`src/rtl/tlic_params.svh`:
```
// Register map, field positions, vectors and timing counts of the interrupt controller
//----------------------------------------------------------------
// Summary of operation
//----------------------------------------------------------------
// Summary of operation
// Priority mode: high requests vector to 0008h, low requests to 0018h.
// An enabled high request may preempt a running low service routine.
// Each source has an event flag, an enable and a priority selector.
// Priority mode enable resets cleared, so compatibility mode is the default.
// Compatibility mode ignores every per-source priority selector.
// Compatibility: peripheral sources need peripheral enable and global enable both set.
// Compatibility: global enable permits non-peripheral sources; clear blocks every source.
// Compatibility mode sends every accepted request to 0008h.
// Priority mode turns the two global bits into high and low enables.
// Priority mode: high enable permits high sources; clear blocks all sources.
// Priority mode: low sources need both high and low enables set.
// Entry clears the governing global enable: high for high, low for low.
// No low request is taken while a high service routine runs.
// Entry pushes the return address and loads the program counter with the vector.
// Flags stay set until software clears them, so they re-trigger later.
// Return from interrupt leaves the routine and sets the enable entry cleared.
// Pin events reach the vector three to four instruction cycles later.
// Flags set on their event regardless of enables.
// Software must not rewrite control registers by memory-to-memory move while enabled.
// A level is pending when a source has flag, enable and matching priority.
`ifndef TLIC_PARAMS_SVH
`define TLIC_PARAMS_SVH
//----------------------------------------------------------------
// Register offsets (byte addresses)
//----------------------------------------------------------------
`define TLIC_OFS_CTRL 8'h00
`define TLIC_OFS_FLAG 8'h04
`define TLIC_OFS_ENABLE 8'h08
`define TLIC_OFS_PRIO 8'h0c
`define TLIC_OFS_STATUS 8'h10
//----------------------------------------------------------------
// Control fields
//----------------------------------------------------------------
`define TLIC_BIT_GHE 7
`define TLIC_BIT_PLE 6
`define TLIC_BIT_PME 5
`define TLIC_CTRL_RST 3'h0
//----------------------------------------------------------------
// Vectors and timing
//----------------------------------------------------------------
`define TLIC_VEC_HIGH 16'h0008
`define TLIC_VEC_LOW 16'h0018
`define TLIC_ENTRY_ICYC 2'h2
`endif

```
`src/rtl/tlic_pkg.sv`:
```
// Types shared by the interrupt controller
package tlic_pkg;
	typedef enum logic [1:0] {
		TLIC_IDLE = 2'b01,
		TLIC_WAIT = 2'b10
	} tlic_state_t;
endpackage : tlic_pkg

```
`src/rtl/tlic_ctrl.sv`:
```
// Two-level interrupt controller with APB register access
//
// Implementation choices: the APB slave port and the register addresses.
`timescale 1ns/1ns
`default_nettype none
`include "tlic_params.svh"
module tlic_ctrl #(
	parameter int NSRC = 8,
	parameter logic [NSRC-1:0] PERIPH_MASK = 8'hf0
) (
	input wire logic sys_clk, // Core clock, 25 MHz
	input wire logic nrst, // Asynchronous reset, active low
	input wire logic psel, // APB select
	input wire logic penable, // APB enable
	input wire logic pwrite, // APB direction
	input wire logic [7:0] paddr, // APB byte address
	input wire logic [31:0] pwdata, // APB write data
	output logic [31:0] prdata, // APB read data
	output logic pready, // APB ready
	output logic pslverr, // APB error on unmapped address
	input wire logic [NSRC-1:0] src_event, // Source event lines from pins
	input wire logic instr_cycle, // One pulse per instruction cycle
	input wire logic return_from_interrupt_instr, // Return executed
	output logic stack_push, // Push return address
	output logic pc_load, // Load program counter
	output logic [15:0] pc_vector, // Vector address
	output logic svc_high, // High routine in progress
	output logic svc_low // Low routine in progress
);
	import tlic_pkg::*;

	//----------------------------------------------------------------
	// State
	//----------------------------------------------------------------
	logic global_high_enable;
	logic peripheral_low_enable;
	logic priority_mode_enable;
	logic [NSRC-1:0] source_flag_regs;
	logic [NSRC-1:0] source_enable_regs;
	logic [NSRC-1:0] source_priority_regs;
	logic [NSRC-1:0] ev_s1, ev_s2, ev_s3;
	logic [NSRC-1:0] ev_rise;
	tlic_state_t st;
	logic [1:0] icnt;
	logic ent_high;
	logic hi_pend, lo_pend, accept, entry;
	logic wr_acc;
	logic [NSRC-1:0] flag_clr;

	function automatic logic any_set(input logic [NSRC-1:0] v);
		any_set = |v;
	endfunction : any_set

	//----------------------------------------------------------------
	// Event capture
	//----------------------------------------------------------------
	// Pins are asynchronous; the third stage only feeds the edge detector
	always_ff @(posedge sys_clk or negedge nrst) begin
		if (!nrst) begin
			ev_s1 <= '0;
			ev_s2 <= '0;
			ev_s3 <= '0;
		end else begin
			ev_s1 <= src_event;
			ev_s2 <= ev_s1;
			ev_s3 <= ev_s2;
		end
	end

	assign ev_rise = ev_s2 & ~ev_s3;

	//----------------------------------------------------------------
	// APB access
	//----------------------------------------------------------------
	assign wr_acc = psel && penable && pwrite && pready;
	assign flag_clr = (wr_acc && paddr == `TLIC_OFS_FLAG) ? pwdata[NSRC-1:0] : '0;

	// One wait state per access; pready is a flop
	always_ff @(posedge sys_clk or negedge nrst) begin
		if (!nrst) begin
			pready <= 1'b0;
		end else begin
			pready <= psel && penable && !pready;
		end
	end

	always_ff @(posedge sys_clk or negedge nrst) begin
		if (!nrst) begin
			prdata <= 32'h0;
			pslverr <= 1'b0;
		end else if (psel && penable && !pready) begin
			prdata <= 32'h0;
			pslverr <= 1'b0;
			if (paddr == `TLIC_OFS_CTRL) begin
				prdata[`TLIC_BIT_GHE] <= global_high_enable;
				prdata[`TLIC_BIT_PLE] <= peripheral_low_enable;
				prdata[`TLIC_BIT_PME] <= priority_mode_enable;
			end else if (paddr == `TLIC_OFS_FLAG) begin
				prdata[NSRC-1:0] <= source_flag_regs;
			end else if (paddr == `TLIC_OFS_ENABLE) begin
				prdata[NSRC-1:0] <= source_enable_regs;
			end else if (paddr == `TLIC_OFS_PRIO) begin
				prdata[NSRC-1:0] <= source_priority_regs;
			end else if (paddr == `TLIC_OFS_STATUS) begin
				prdata[2:0] <= {st == TLIC_WAIT, svc_high, svc_low};
			end else begin
				pslverr <= 1'b1;
			end
		end else begin
			pslverr <= 1'b0;
		end
	end

	//----------------------------------------------------------------
	// Source registers
	//----------------------------------------------------------------
	// A new event beats a software clear in the same cycle
	always_ff @(posedge sys_clk or negedge nrst) begin
		if (!nrst) begin
			source_flag_regs <= '0;
		end else begin
			source_flag_regs <= (source_flag_regs & ~flag_clr) | ev_rise; // see
		end
	end

	always_ff @(posedge sys_clk or negedge nrst) begin
		if (!nrst) begin
			source_enable_regs <= '0;
			source_priority_regs <= '0;
		end else if (wr_acc) begin
			if (paddr == `TLIC_OFS_ENABLE) begin
				source_enable_regs <= pwdata[NSRC-1:0];
			end else if (paddr == `TLIC_OFS_PRIO) begin
				source_priority_regs <= pwdata[NSRC-1:0];
			end
		end
	end

	//----------------------------------------------------------------
	// Request evaluation
	//----------------------------------------------------------------
	always_comb begin
		if (priority_mode_enable) begin
			// see see
			hi_pend = global_high_enable
				&& any_set(source_flag_regs & source_enable_regs & source_priority_regs);
			// see
			lo_pend = global_high_enable && peripheral_low_enable && !svc_high
				&& any_set(source_flag_regs & source_enable_regs & ~source_priority_regs);
		end else begin
			// Priority selectors play no part here; see see see
			hi_pend = global_high_enable
				&& (any_set(source_flag_regs & source_enable_regs & ~PERIPH_MASK)
				|| (peripheral_low_enable
				&& any_set(source_flag_regs & source_enable_regs & PERIPH_MASK)));
			lo_pend = 1'b0;
		end
	end

	// High wins when both are pending; a low routine does not block it, see
	assign accept = st == TLIC_IDLE && instr_cycle && (hi_pend || lo_pend);
	assign entry = st == TLIC_WAIT && instr_cycle && icnt == `TLIC_ENTRY_ICYC - 2'h1;

	//----------------------------------------------------------------
	// Entry sequencer
	//----------------------------------------------------------------
	// Counting whole instruction cycles keeps latency independent of instruction length, see
	always_ff @(posedge sys_clk or negedge nrst) begin
		if (!nrst) begin
			st <= TLIC_IDLE;
			icnt <= 2'h0;
			ent_high <= 1'b0;
		end else begin
			case (st)
				TLIC_IDLE: begin
					icnt <= 2'h0;
					if (accept) begin
						st <= TLIC_WAIT;
						ent_high <= hi_pend;
					end
				end
				TLIC_WAIT: begin
					if (entry) begin
						st <= TLIC_IDLE;
						icnt <= 2'h0;
					end else if (instr_cycle) begin
						icnt <= icnt + 2'h1;
					end
				end
				default: begin
					st <= TLIC_IDLE;
					icnt <= 2'h0;
				end
			endcase
		end
	end

	always_ff @(posedge sys_clk or negedge nrst) begin
		if (!nrst) begin
			stack_push <= 1'b0;
			pc_load <= 1'b0;
			pc_vector <= `TLIC_VEC_HIGH;
		end else begin
			stack_push <= entry;
			pc_load <= entry;
			if (entry) begin
				pc_vector <= ent_high ? `TLIC_VEC_HIGH : `TLIC_VEC_LOW; // see
			end
		end
	end

	//----------------------------------------------------------------
	// Global enables and service tracking
	//----------------------------------------------------------------
	// Hardware clear and set on entry or return win over a software write
	always_ff @(posedge sys_clk or negedge nrst) begin
		if (!nrst) begin
			global_high_enable <= 1'b0;
			peripheral_low_enable <= 1'b0;
			priority_mode_enable <= 1'b0;
		end else if (accept) begin
			if (hi_pend) begin
				global_high_enable <= 1'b0;
			end else begin
				peripheral_low_enable <= 1'b0;
			end
		end else if (return_from_interrupt_instr && st == TLIC_IDLE && (svc_high || svc_low)) begin
			if (svc_high) begin
				global_high_enable <= 1'b1;
			end else begin
				peripheral_low_enable <= 1'b1;
			end
		end else if (wr_acc && paddr == `TLIC_OFS_CTRL) begin
			global_high_enable <= pwdata[`TLIC_BIT_GHE];
			peripheral_low_enable <= pwdata[`TLIC_BIT_PLE];
			priority_mode_enable <= pwdata[`TLIC_BIT_PME];
		end
	end

	// A high routine nested in a low one returns first and leaves the low one marked
	always_ff @(posedge sys_clk or negedge nrst) begin
		if (!nrst) begin
			svc_high <= 1'b0;
			svc_low <= 1'b0;
		end else if (accept) begin
			if (hi_pend) begin
				svc_high <= 1'b1;
			end else begin
				svc_low <= 1'b1;
			end
		end else if (return_from_interrupt_instr && st == TLIC_IDLE) begin
			if (svc_high) begin
				svc_high <= 1'b0;
			end else begin
				svc_low <= 1'b0;
			end
		end
	end
endmodule : tlic_ctrl
`default_nettype wire

```
`config.mk`:
```
export PLATFORM = sky130hd
export DESIGN_NAME = tlic_ctrl
export DESIGN_NICKNAME = d
export VERILOG_FILES = /design/src/rtl/tlic_pkg.sv /design/src/rtl/tlic_ctrl.sv
export VERILOG_INCLUDE_DIRS = /design/src /design/src/rtl
export SDC_FILE = /design/constraint.sdc
export NUM_CORES = 1
export LEC_CHECK = 0
export ABC_AREA = 1
export CORE_ASPECT_RATIO = 0.7
export CORE_MARGIN = 2
export CORE_UTILIZATION = 45
export DETAILED_ROUTE_END_ITERATION = 12
export DONT_BUFFER_PORTS = 1
export PLACE_DENSITY = 0.64
export SLEW_MARGIN = 20
export SYNTH_ARGS = -nofsm -noshare
export SYNTH_HDL_FRONTEND = slang
export SYNTH_SLANG_ARGS = --single-unit
export TNS_END_PERCENT = 1
```
`constraint.sdc`:
```
create_clock -name sys_clk -period 2.34 [get_ports sys_clk]
set_clock_uncertainty 0.1 [all_clocks]
set_input_delay 0.234 -clock sys_clk [delete_from_list [all_inputs] [get_ports sys_clk]]
set_output_delay 0.234 -clock sys_clk [all_outputs]
set_load 0.005 [all_outputs]
```
## Word level (Yosys, flattened, before mapping)

Index checks and enable logic that the tools add are counted.

- Register bits after elaboration: 85
- Latch bits: 0
- RAM bits: 0
- Bits in read-only memories: 0
- Output and inout bits: 54
- Logic and storage cells: 126
- Memories kept: 0

- Add/sub/neg operators: 1
- Multipliers: 0
- Div/mod/pow operators: 0
- Order comparisons: 0
- Equal/unequal tests: 15
- Shift operators: 0
- Mux-type cells: 40
- Bitwise logic cells: 12
- Reductions and logical operators: 39

Operators with widths:

| kind | count |
|---|---|
| $and 8x8->8 | 5 |
| $mux 1 | 25 |
| $mux 8 | 3 |
| $not 8->8 | 3 |
| $logic_and 1x1->1 | 18 |
| $eq 8x4->1 const B | 2 |
| $reduce_or 8->1 | 2 |
| $mux 5 | 3 |
| $reduce_and 3->1 | 5 |
| $mux 2 | 5 |
| $mux 3 | 3 |
| $ne 3x3->1 const B | 3 |
| $eq 8x3->1 const B | 1 |
| $eq 8x5->1 const B | 1 |
| $logic_not 8->1 | 1 |
| $ne 2x2->1 const B | 4 |
| $or 8x8->8 | 1 |
| $reduce_and 2->1 | 4 |
| $reduce_or 4->1 | 2 |
| $eq 2x1->1 const B | 2 |
| $pmux 2 s2 | 1 |
| $logic_or 1x1->1 | 3 |
| $not 1->1 | 3 |
| $reduce_bool 3->1 | 1 |
| other kinds (5) | 6 |

## Depth between registers and ports, before layout

Gate-level depths: netlist (run 1).

- Depth after elaboration: 10
- Depth in mapped cells: 12
- Depth with buffers taken out: 12

## Worst setup path after synthesis (run 1)

No wires, ideal clock.

- Kind: register -> register
- Start point: register st[0]
- End point: register global_high_enable
- Setup time: 0.117 ns
- Arrival time: 1.321 ns
- Setup slack: 0.803 ns
- Stages on the path, launching flop included: 12
- Path through: dfstp_2 inv_1 nor2_1 nand2_1 nor2_1 nand2_2 inv_1 nand2_1 nand2_1 inv_1 nand3_1 nand2_1

- Longest elaborated chain between the ends: 5
- Elaborated cells between the ends (all ways): 11
- Classes of those cells: eq/ne (3); mux (2); reduce/logical (6)

Ends and longest elaborated chain:

| what | line | RTL |
|---|---|---|
| from (decl) | tlic_ctrl.sv:43 | `tlic_state_t st;` |
| from (signal assigned) | tlic_ctrl.sv:170 | `st <= TLIC_IDLE;` |
| from (signal assigned) | tlic_ctrl.sv:178 | `st <= TLIC_WAIT;` |
| from (signal assigned) | tlic_ctrl.sv:184 | `st <= TLIC_IDLE;` |
| $eq 2x1->1 (*) | tlic_ctrl.sv:161, tlic_ctrl.sv:227 |  |
| $logic_and 1x1->1 (on tied branches) (2 in a row) | tlic_ctrl.sv:161, tlic_ctrl.sv:227 |  |
| $ne 3x3->1 (no line), or another cell as far along | - |  |
| $reduce_and 3->1 (no line) or $mux 1 (tied branches) | - |  |
| to (signal assigned) | tlic_ctrl.sv:234 | `` global_high_enable <= pwdata[`TLIC_BIT_GHE]; `` |
| to (decl) | tlic_ctrl.sv:35 | `logic global_high_enable;` |

Mark *: on every way between the ends. The rest lies on a longest branch, timed or not.
A chain may end at the register's enable or synchronous reset.

## Worst setup path in the final report (run 1)

- Start point: input penable
- End point: register prdata[4]

- Longest elaborated chain between the ends: 2

Ends and longest elaborated chain:

| what | line | RTL |
|---|---|---|
| from (decl) | tlic_ctrl.sv:14 | `input wire logic penable,` |
| $logic_and 1x1->1 (2 in a row) | tlic_ctrl.sv:91 | `end else if (psel && penable && !pready) begin` |
| to (signal, indexed assignment) | tlic_ctrl.sv:95 | `` prdata[`TLIC_BIT_GHE] <= global_high_enable; `` |
| to (signal, indexed assignment) | tlic_ctrl.sv:96 | `` prdata[`TLIC_BIT_PLE] <= peripheral_low_enable; `` |
| to (signal, indexed assignment) | tlic_ctrl.sv:97 | `` prdata[`TLIC_BIT_PME] <= priority_mode_enable; `` |
| to (decl) | tlic_ctrl.sv:18 | `output logic [31:0] prdata,` |

No other way between the ends.

==> results of run 1 <==
## state kept, by name, indices dropped and copies added (netlist names), 2 cells and up
name,cells
ev_s1,8
prdata,8
st,2
source_enable_regs,8
icnt,2
ev_s3,8
ev_s2,8
source_flag_regs,8
source_priority_regs,8
## final timing paths
path | from | to | depth (start not counted)
max | penable | prdata[4] | 8
max reg2reg | st[0] | global_high_enable | 11
min | pwdata[6] | peripheral_low_enable | 2
min reg2reg | ev_s1[1] | ev_s2[1] | 0
min in group asynchronous | nrst | prdata[1] | 2
max in group asynchronous | nrst | st[0] | 2
## per-layer routing
layer	wire length (µm)	global-route usage [%]
met1	3355	25.14
met2	2573	22.97
met3	474	5.902
met4	116	5.844
met5	0	0
## logic make-up after synthesis
| group | count (synthesis) |
|---|---|
| buf+inv | 97 |
| simple gates | 139 |
| compound gates | 68 |
| other cells | 2 |
| flops | 70 |
## stage by stage
step	std cells	power [mW]	area [µm²]
floorplan	413	1.409	3498
finish	503	2.378	3712
detailed placement	468	1.385	3294
CTS	503	2.406	3710
global placement	468	1.381	3294
global route	503	2.475	3712
## layout make-up
class	count	area share (%)
Multi-Input combinational cell	246	32.79
Timing Repair Buffer	20	5.865
Sequential cell	70	47.22
Inverter	54	5.494
Clock buffer	10	3.707
Tap cell	98	3.303
Clock inverter	5	1.618
## power groups by stage
stage	combinational [mW]	clock, mW	sequential, mW
after detailed placement	0.0765	0	1.31
after global routing	0.154	1.03	1.29
final	0.131	0.963	1.28
after global placement	0.0758	0	1.31
after floorplan	0.112	0	1.30
after CTS	0.133	0.990	1.28
## what timing repair did
| action | 4_1_cts | 5_1_grt |
|---|---|---|
| gates resized for setup | 0 | 2 |
| hold buffers | 20 | 0 |
| buffers inserted | 0 | 0 |
| setup endpoints to repair | 0 | 4 |
| endpoints found under the hold margin | 94 | 0 |
## layout by cell type (no fill, tap or decap), types with 2 or more instances in the layout
| cell | instances |
|---|---|
| a21oi_1 | 3 |
| conb_1 | 39 |
| nor2_2 | 2 |
| a211oi_1 | 2 |
| dlygate4sd3_1 | 19 |
| nand3_1 | 24 |
| a221oi_1 | 2 |
| nor2_1 | 16 |
| nand2_2 | 6 |
| nand4_2 | 2 |
| nand4_1 | 2 |
| o21ai_2 | 8 |
| nand2_4 | 3 |
| nand3_2 | 2 |
| inv_2 | 3 |
| o21ai_1 | 34 |
| o22ai_1 | 4 |
| o21ai_0 | 12 |
| dfrtp_1 | 69 |
| nand2_1 | 73 |
| clkinv_2 | 2 |
| clkinv_4 | 2 |
| clkbuf_8 | 10 |
| inv_1 | 50 |
| nor3_1 | 4 |
==> impl_metrics.py, run 1 <==
metrics = {
    "cts": {
        "cts_tree": "built",
        "cts-root-buf": "clkbuf_8",
        "path_clk_slew_ns": 0.07,
        "cts_num_sinks": 70,
        "clk_path_buf_depth": 2,
        "htree_levels": 3,
        "cts_made_buffers": 9,
        "clk_latency_ns": 0.35,
    },
    "sta": {
        "fmax_mhz": 469.5,
        "maxSlewHeadroom_pct": 64.81,
        "setup-violations-final": 0,
        "hold_violations": 0,
        "whs_ns": 0.05102,
        "fin_crit_ns": 2.130,
        "final_max_slew_viol_count": 0,
        "layout_setup_ws_ns": 0.2102,
        "fin_setup_tns_ns": 0,
        "tightestPinTransition_ns": 0.5223,
        "rsz0062_at_grt": "false",
        "fin_crit_sh_pct": 91.02,
    },
    "route": {
        "post_drt_wl_per_cell_um": 12.96,
        "drc": 0,
        "drt_iter0_drc": 126,
        "drt_pass1_iterations": 4,
        "drtAntennaViolNets": 0,
        "vias": 2355,
        "via_per_inst": 4.682,
        "routed_wl_um": 6520,
    },
    "power": {
        "power_switching_mw": 0.5635,
        "swShare_pct": 23.70,
        "p_int_mw": 1.814,
        "peakVddDrop_mv": 0.2793,
        "p_clk_share_pct": 40.5,
        "p_comb_share_pct": 5.5,
        "p_seq_share_pct": 54.0,
        "p_leak_nw": 1.873,
        "power_density_nw_per_um2": 640.6,
    },
    "logic_synthesis": {
        "yosys.area.top_type": "dfrtp_1",
        "synth_flop_cell": "dfrtp_1",
        "synth.top_cell.area_share_pct": 51.40,
        "syn_area_um2": 3359,
        "netlist_instances": 376,
        "yosys.area_share.simple_pct": 19.89,
        "yosys_warnings": 0,
        "synthXorXnorAreaFrac_pct": 0,
        "synthDistinctLibCells": 34,
        "synth_top_family_by_area": "simple AND/OR/NAND/NOR gates",
        "synth_edf_count": 0,
        "synth.area.mux_share_pct": 0,
        "syn_area_per_cell_um2": 8.935,
        "synth-seq-cells": 70,
        "synth_compound_area_share_pct": 11.92,
        "synthMostInstantiatedCell": "nand2_1",
        "postSynth.asyncResetShare_pct": 100.0,
        "yosys.area_share.adder_pct": 0,
        "synth_common_cells": "nand2_1, dfrtp_1, inv_1",
        "synthTopCellsByArea": "dfrtp_1, buf_4, nand2_1",
        "seq_area_frac_synth_pct": 52.18,
    },
    "die": {
        "rows": 26,
        "die_h_um": 76.29,
        "coreArea_um2": 7254,
        "dieArea_um2": 8184,
        "io_pins": 109,
        "start_util_pct": 46.31,
        "dieWidth_um": 107.3,
    },
    "setup_path": {
        "reg2reg_slack_ns": 0.64,
        "required_ns": 2.51,
        "crit_path_end_kind": "flop",
        "cpLargestDelayFamily": "buffers and inverters",
        "critPathMaxFanout": 11,
        "critPathMaxStageDelay_ns": 0.56,
        "cp_data_arrival_time_ns": 2.30,
        "crit_buf_inv": 3,
        "critPathKind": "in2reg",
        "slowest_stage": "dlygate4sd3_1",
        "start_kind": "primary input",
        "crit_chain": "dlygate4sd3_1, nand2_1, dlygate4sd3_1, nor2_1, inv_2, nor2_2, o21ai_0, o21ai_0",
    },
    "place": {
        "pre_cts_ws_ns": 0.6380,
        "io_buffers": 0,
        "place_congestion": 0.8603,
        "place_hpwl_um": 4742,
    },
    "final_layout": {
        "register_area_um2": 1753,
        "area.growth.synth_to_final_pct": 10.50,
        "multi_input_area_um2": 1217,
        "fill_cells": 693,
        "final_layout_size_suffix_gt1_share_pct": 11.85,
        "final_util_pct": 51.17,
        "finalNetCount": 456,
        "diodes": 0,
    },
    "worst_hold_path": {
        "hp-class": "in2reg",
    },
    "global_routing": {
        "grt.overflow.total": 0,
        "antenna_found_initial": 0,
        "grt_pass1_vias": 2213,
        "grt_use_total_pct": 16.99,
        "grt_first_pass_wirelength_um": 10730,
        "grt_max_degree": 71,
    },
    "job": {
        "maxCapViolCount": 0,
    },
    "status": {
        "status": "completed",
    },
}
Note: power is estimated with default switching activity, not from simulation.
==> run 2: changes to the inputs <==
--- a/config.mk
+++ b/config.mk
@@ -7,12 +7,12 @@
 export NUM_CORES = 1
 export LEC_CHECK = 0
 export ABC_AREA = 1
+export BUFFER_PORTS_ARGS = -buffer_cell sky130_fd_sc_hd__buf_2
 export CORE_ASPECT_RATIO = 0.7
 export CORE_MARGIN = 2
 export CORE_UTILIZATION = 45
 export DETAILED_ROUTE_END_ITERATION = 12
-export DONT_BUFFER_PORTS = 1
-export PLACE_DENSITY = 0.64
+export PLACE_DENSITY = 0.76
 export SLEW_MARGIN = 20
 export SYNTH_ARGS = -nofsm -noshare
 export SYNTH_HDL_FRONTEND = slang
==> impl_metrics.py, run 2 (synthesis gave the netlist of run 1 again) <==
metrics = {
    "setup_path": {
        "start_kind": "flop",
        "r2r-end": "global_high_enable",
        "critPathKind": "reg2reg",
        "required_ns": 2.48,
        "crit_end": "global_high_enable",
        "crit_path_end_kind": "flop",
        "r2r_cells": 11,
        "critPathMaxFanout": 3,
        "reg2reg_slack_ns": 0.53,
        "cp-startpoint": "st[0]",
        "cp_data_arrival_time_ns": 1.95,
        "r2r-start": "st[0]",
    },
    "power": {
        "power_switching_mw": 0.5680,
        "p_seq_share_pct": 56.0,
        "p_leak_nw": 2.016,
        "p_clk_share_pct": 37.5,
        "power_density_nw_per_um2": 600.7,
        "p_int_mw": 1.718,
        "swShare_pct": 24.85,
        "peakVddDrop_mv": 0.3674,
        "p_comb_share_pct": 6.5,
    },
    "sta": {
        "maxSlewHeadroom_pct": 54.63,
        "fin_crit_sh_pct": 77.38,
        "fin_setup_tns_ns": 0,
        "rsz0062_at_grt": "false",
        "setup-violations-final": 0,
        "final_max_slew_viol_count": 0,
        "tightestPinTransition_ns": 0.6806,
        "fmax_mhz": 552.3,
        "fin_crit_ns": 1.811,
        "hold_violations": 0,
        "layout_setup_ws_ns": 0.5293,
    },
    "cts": {
        "clk_latency_ns": 0.35,
        "cts_num_sinks": 70,
        "cts_resized": 0,
        "cts_made_buffers": 9,
        "cts_tree": "built",
        "path_clk_slew_ns": 0.07,
        "clk_path_buf_depth": 2,
        "htree_levels": 3,
        "cts-root-buf": "clkbuf_8",
    },
    "global_routing": {
        "grt.overflow.total": 0,
        "grt_pass1_vias": 2404,
        "antenna_found_initial": 0,
        "grt_max_degree": 42,
        "grt_first_pass_wirelength_um": 11110,
        "grt_use_total_pct": 17.46,
    },
    "die": {
        "coreArea_um2": 7254,
        "dieArea_um2": 8184,
        "dieWidth_um": 107.3,
        "die_h_um": 76.29,
        "io_pins": 109,
        "rows": 26,
        "start_util_pct": 46.31,
    },
    "place": {
        "place_hpwl_um": 4836,
        "placed_cells": 514,
        "pre_cts_ws_ns": 0.5821,
        "place_congestion": 0.9171,
        "io_buffers": 45,
    },
    "worst_hold_path": {
        "whs_path_depth": 3,
        "hp-class": "in2reg",
    },
    "route": {
        "drtAntennaViolNets": 0,
        "drt_iter0_drc": 122,
        "post_drt_wl_per_cell_um": 12.20,
        "vias": 2583,
        "drc": 0,
        "routed_wl_um": 6575,
        "via_per_inst": 4.792,
        "drt_pass1_iterations": 4,
    },
    "final_layout": {
        "final_layout_size_suffix_gt1_share_pct": 20.63,
        "fill_cells": 711,
        "final_cell_mix": "nand2_1, dfrtp_1, inv_1",
        "area.growth.synth_to_final_pct": 13.26,
        "final_common_cell": "nand2_1",
        "finalNetCount": 491,
        "diodes": 0,
        "fin_cells": 539,
    },
    "status": {
        "status": "completed",
    },
    "job": {
        "maxCapViolCount": 0,
    },
}
==> run 2: repair_timing <==
action,4_1_cts,5_1_grt
setup buffers,0,0
setup endpoints to repair,0,0
endpoints found under the hold margin,37,0
hold buffers,9,0
==> run 2: stage by stage <==
stage	hold slack (ns)	util, %	power [mW]	cell area (µm²)
after floorplan	-0.1616	-	1.409	3498
after detailed placement	0.2138	48.79	1.441	3540
after CTS	0.05125	52.45	2.312	3805
after global placement	0.2040	48.79	1.434	3540
after global routing	0.05870	52.45	2.396	3805
final	0.05602	52.45	2.286	3805
==> run 2: worst min path at each step <==
stage                start       end  slack (ns)
5_1_grt        instr_cycle   icnt[0]        0.06
6_report       instr_cycle   icnt[0]        0.06
4_1_cts        instr_cycle   icnt[0]        0.05
3_3_place_gp          nrst  ev_s1[6]        0.20
2_1_floorplan         nrst  ent_high       -0.16
3_5_place_dp          nrst  ev_s1[6]        0.21
==> run 2: layout make-up <==
cell class | count | area, µm² | share of cell area [%]
repair buffers | 55 | 335.3 | 8.813
clock inverters | 5 | 33.78 | 0.8879
inverters | 54 | 203.9 | 5.360
multi-input cells | 246 | 1215 | 31.93
clock buffers | 11 | 141.4 | 3.716
well taps | 98 | 122.6 | 3.223
flip-flops and latches | 70 | 1753 | 46.07
==> run 2: layer usage <==
layer	up-vias	wire length (µm)	track usage, %
met3	17	519	5.988
met1	1195	3113	24.69
met4	0	157	6.494
li1	1258	-	-
met5	-	0	0
met2	113	2786	24.81
==> run 2: power by group through the flow <==
stage	Combinational (mW)	Sequential [mW]	Clock, mW
floorplan	0.112	1.30	0
global placement	0.133	1.30	0
detailed placement	0.137	1.30	0
CTS	0.149	1.28	0.883
global route	0.172	1.29	0.939
finish	0.147	1.28	0.857
==> run 2: worst max-delay path, stage by stage (launching register included) <==
cell     delay [ns]
dfstp_2        0.54
inv_1          0.04
nor2_1         0.10
nand2_1        0.13
nor2_1         0.19
nand2_2        0.10
inv_1          0.15
nand2_1        0.12
nand2_1        0.09
inv_1          0.04
nand3_1        0.06
nand2_1        0.06
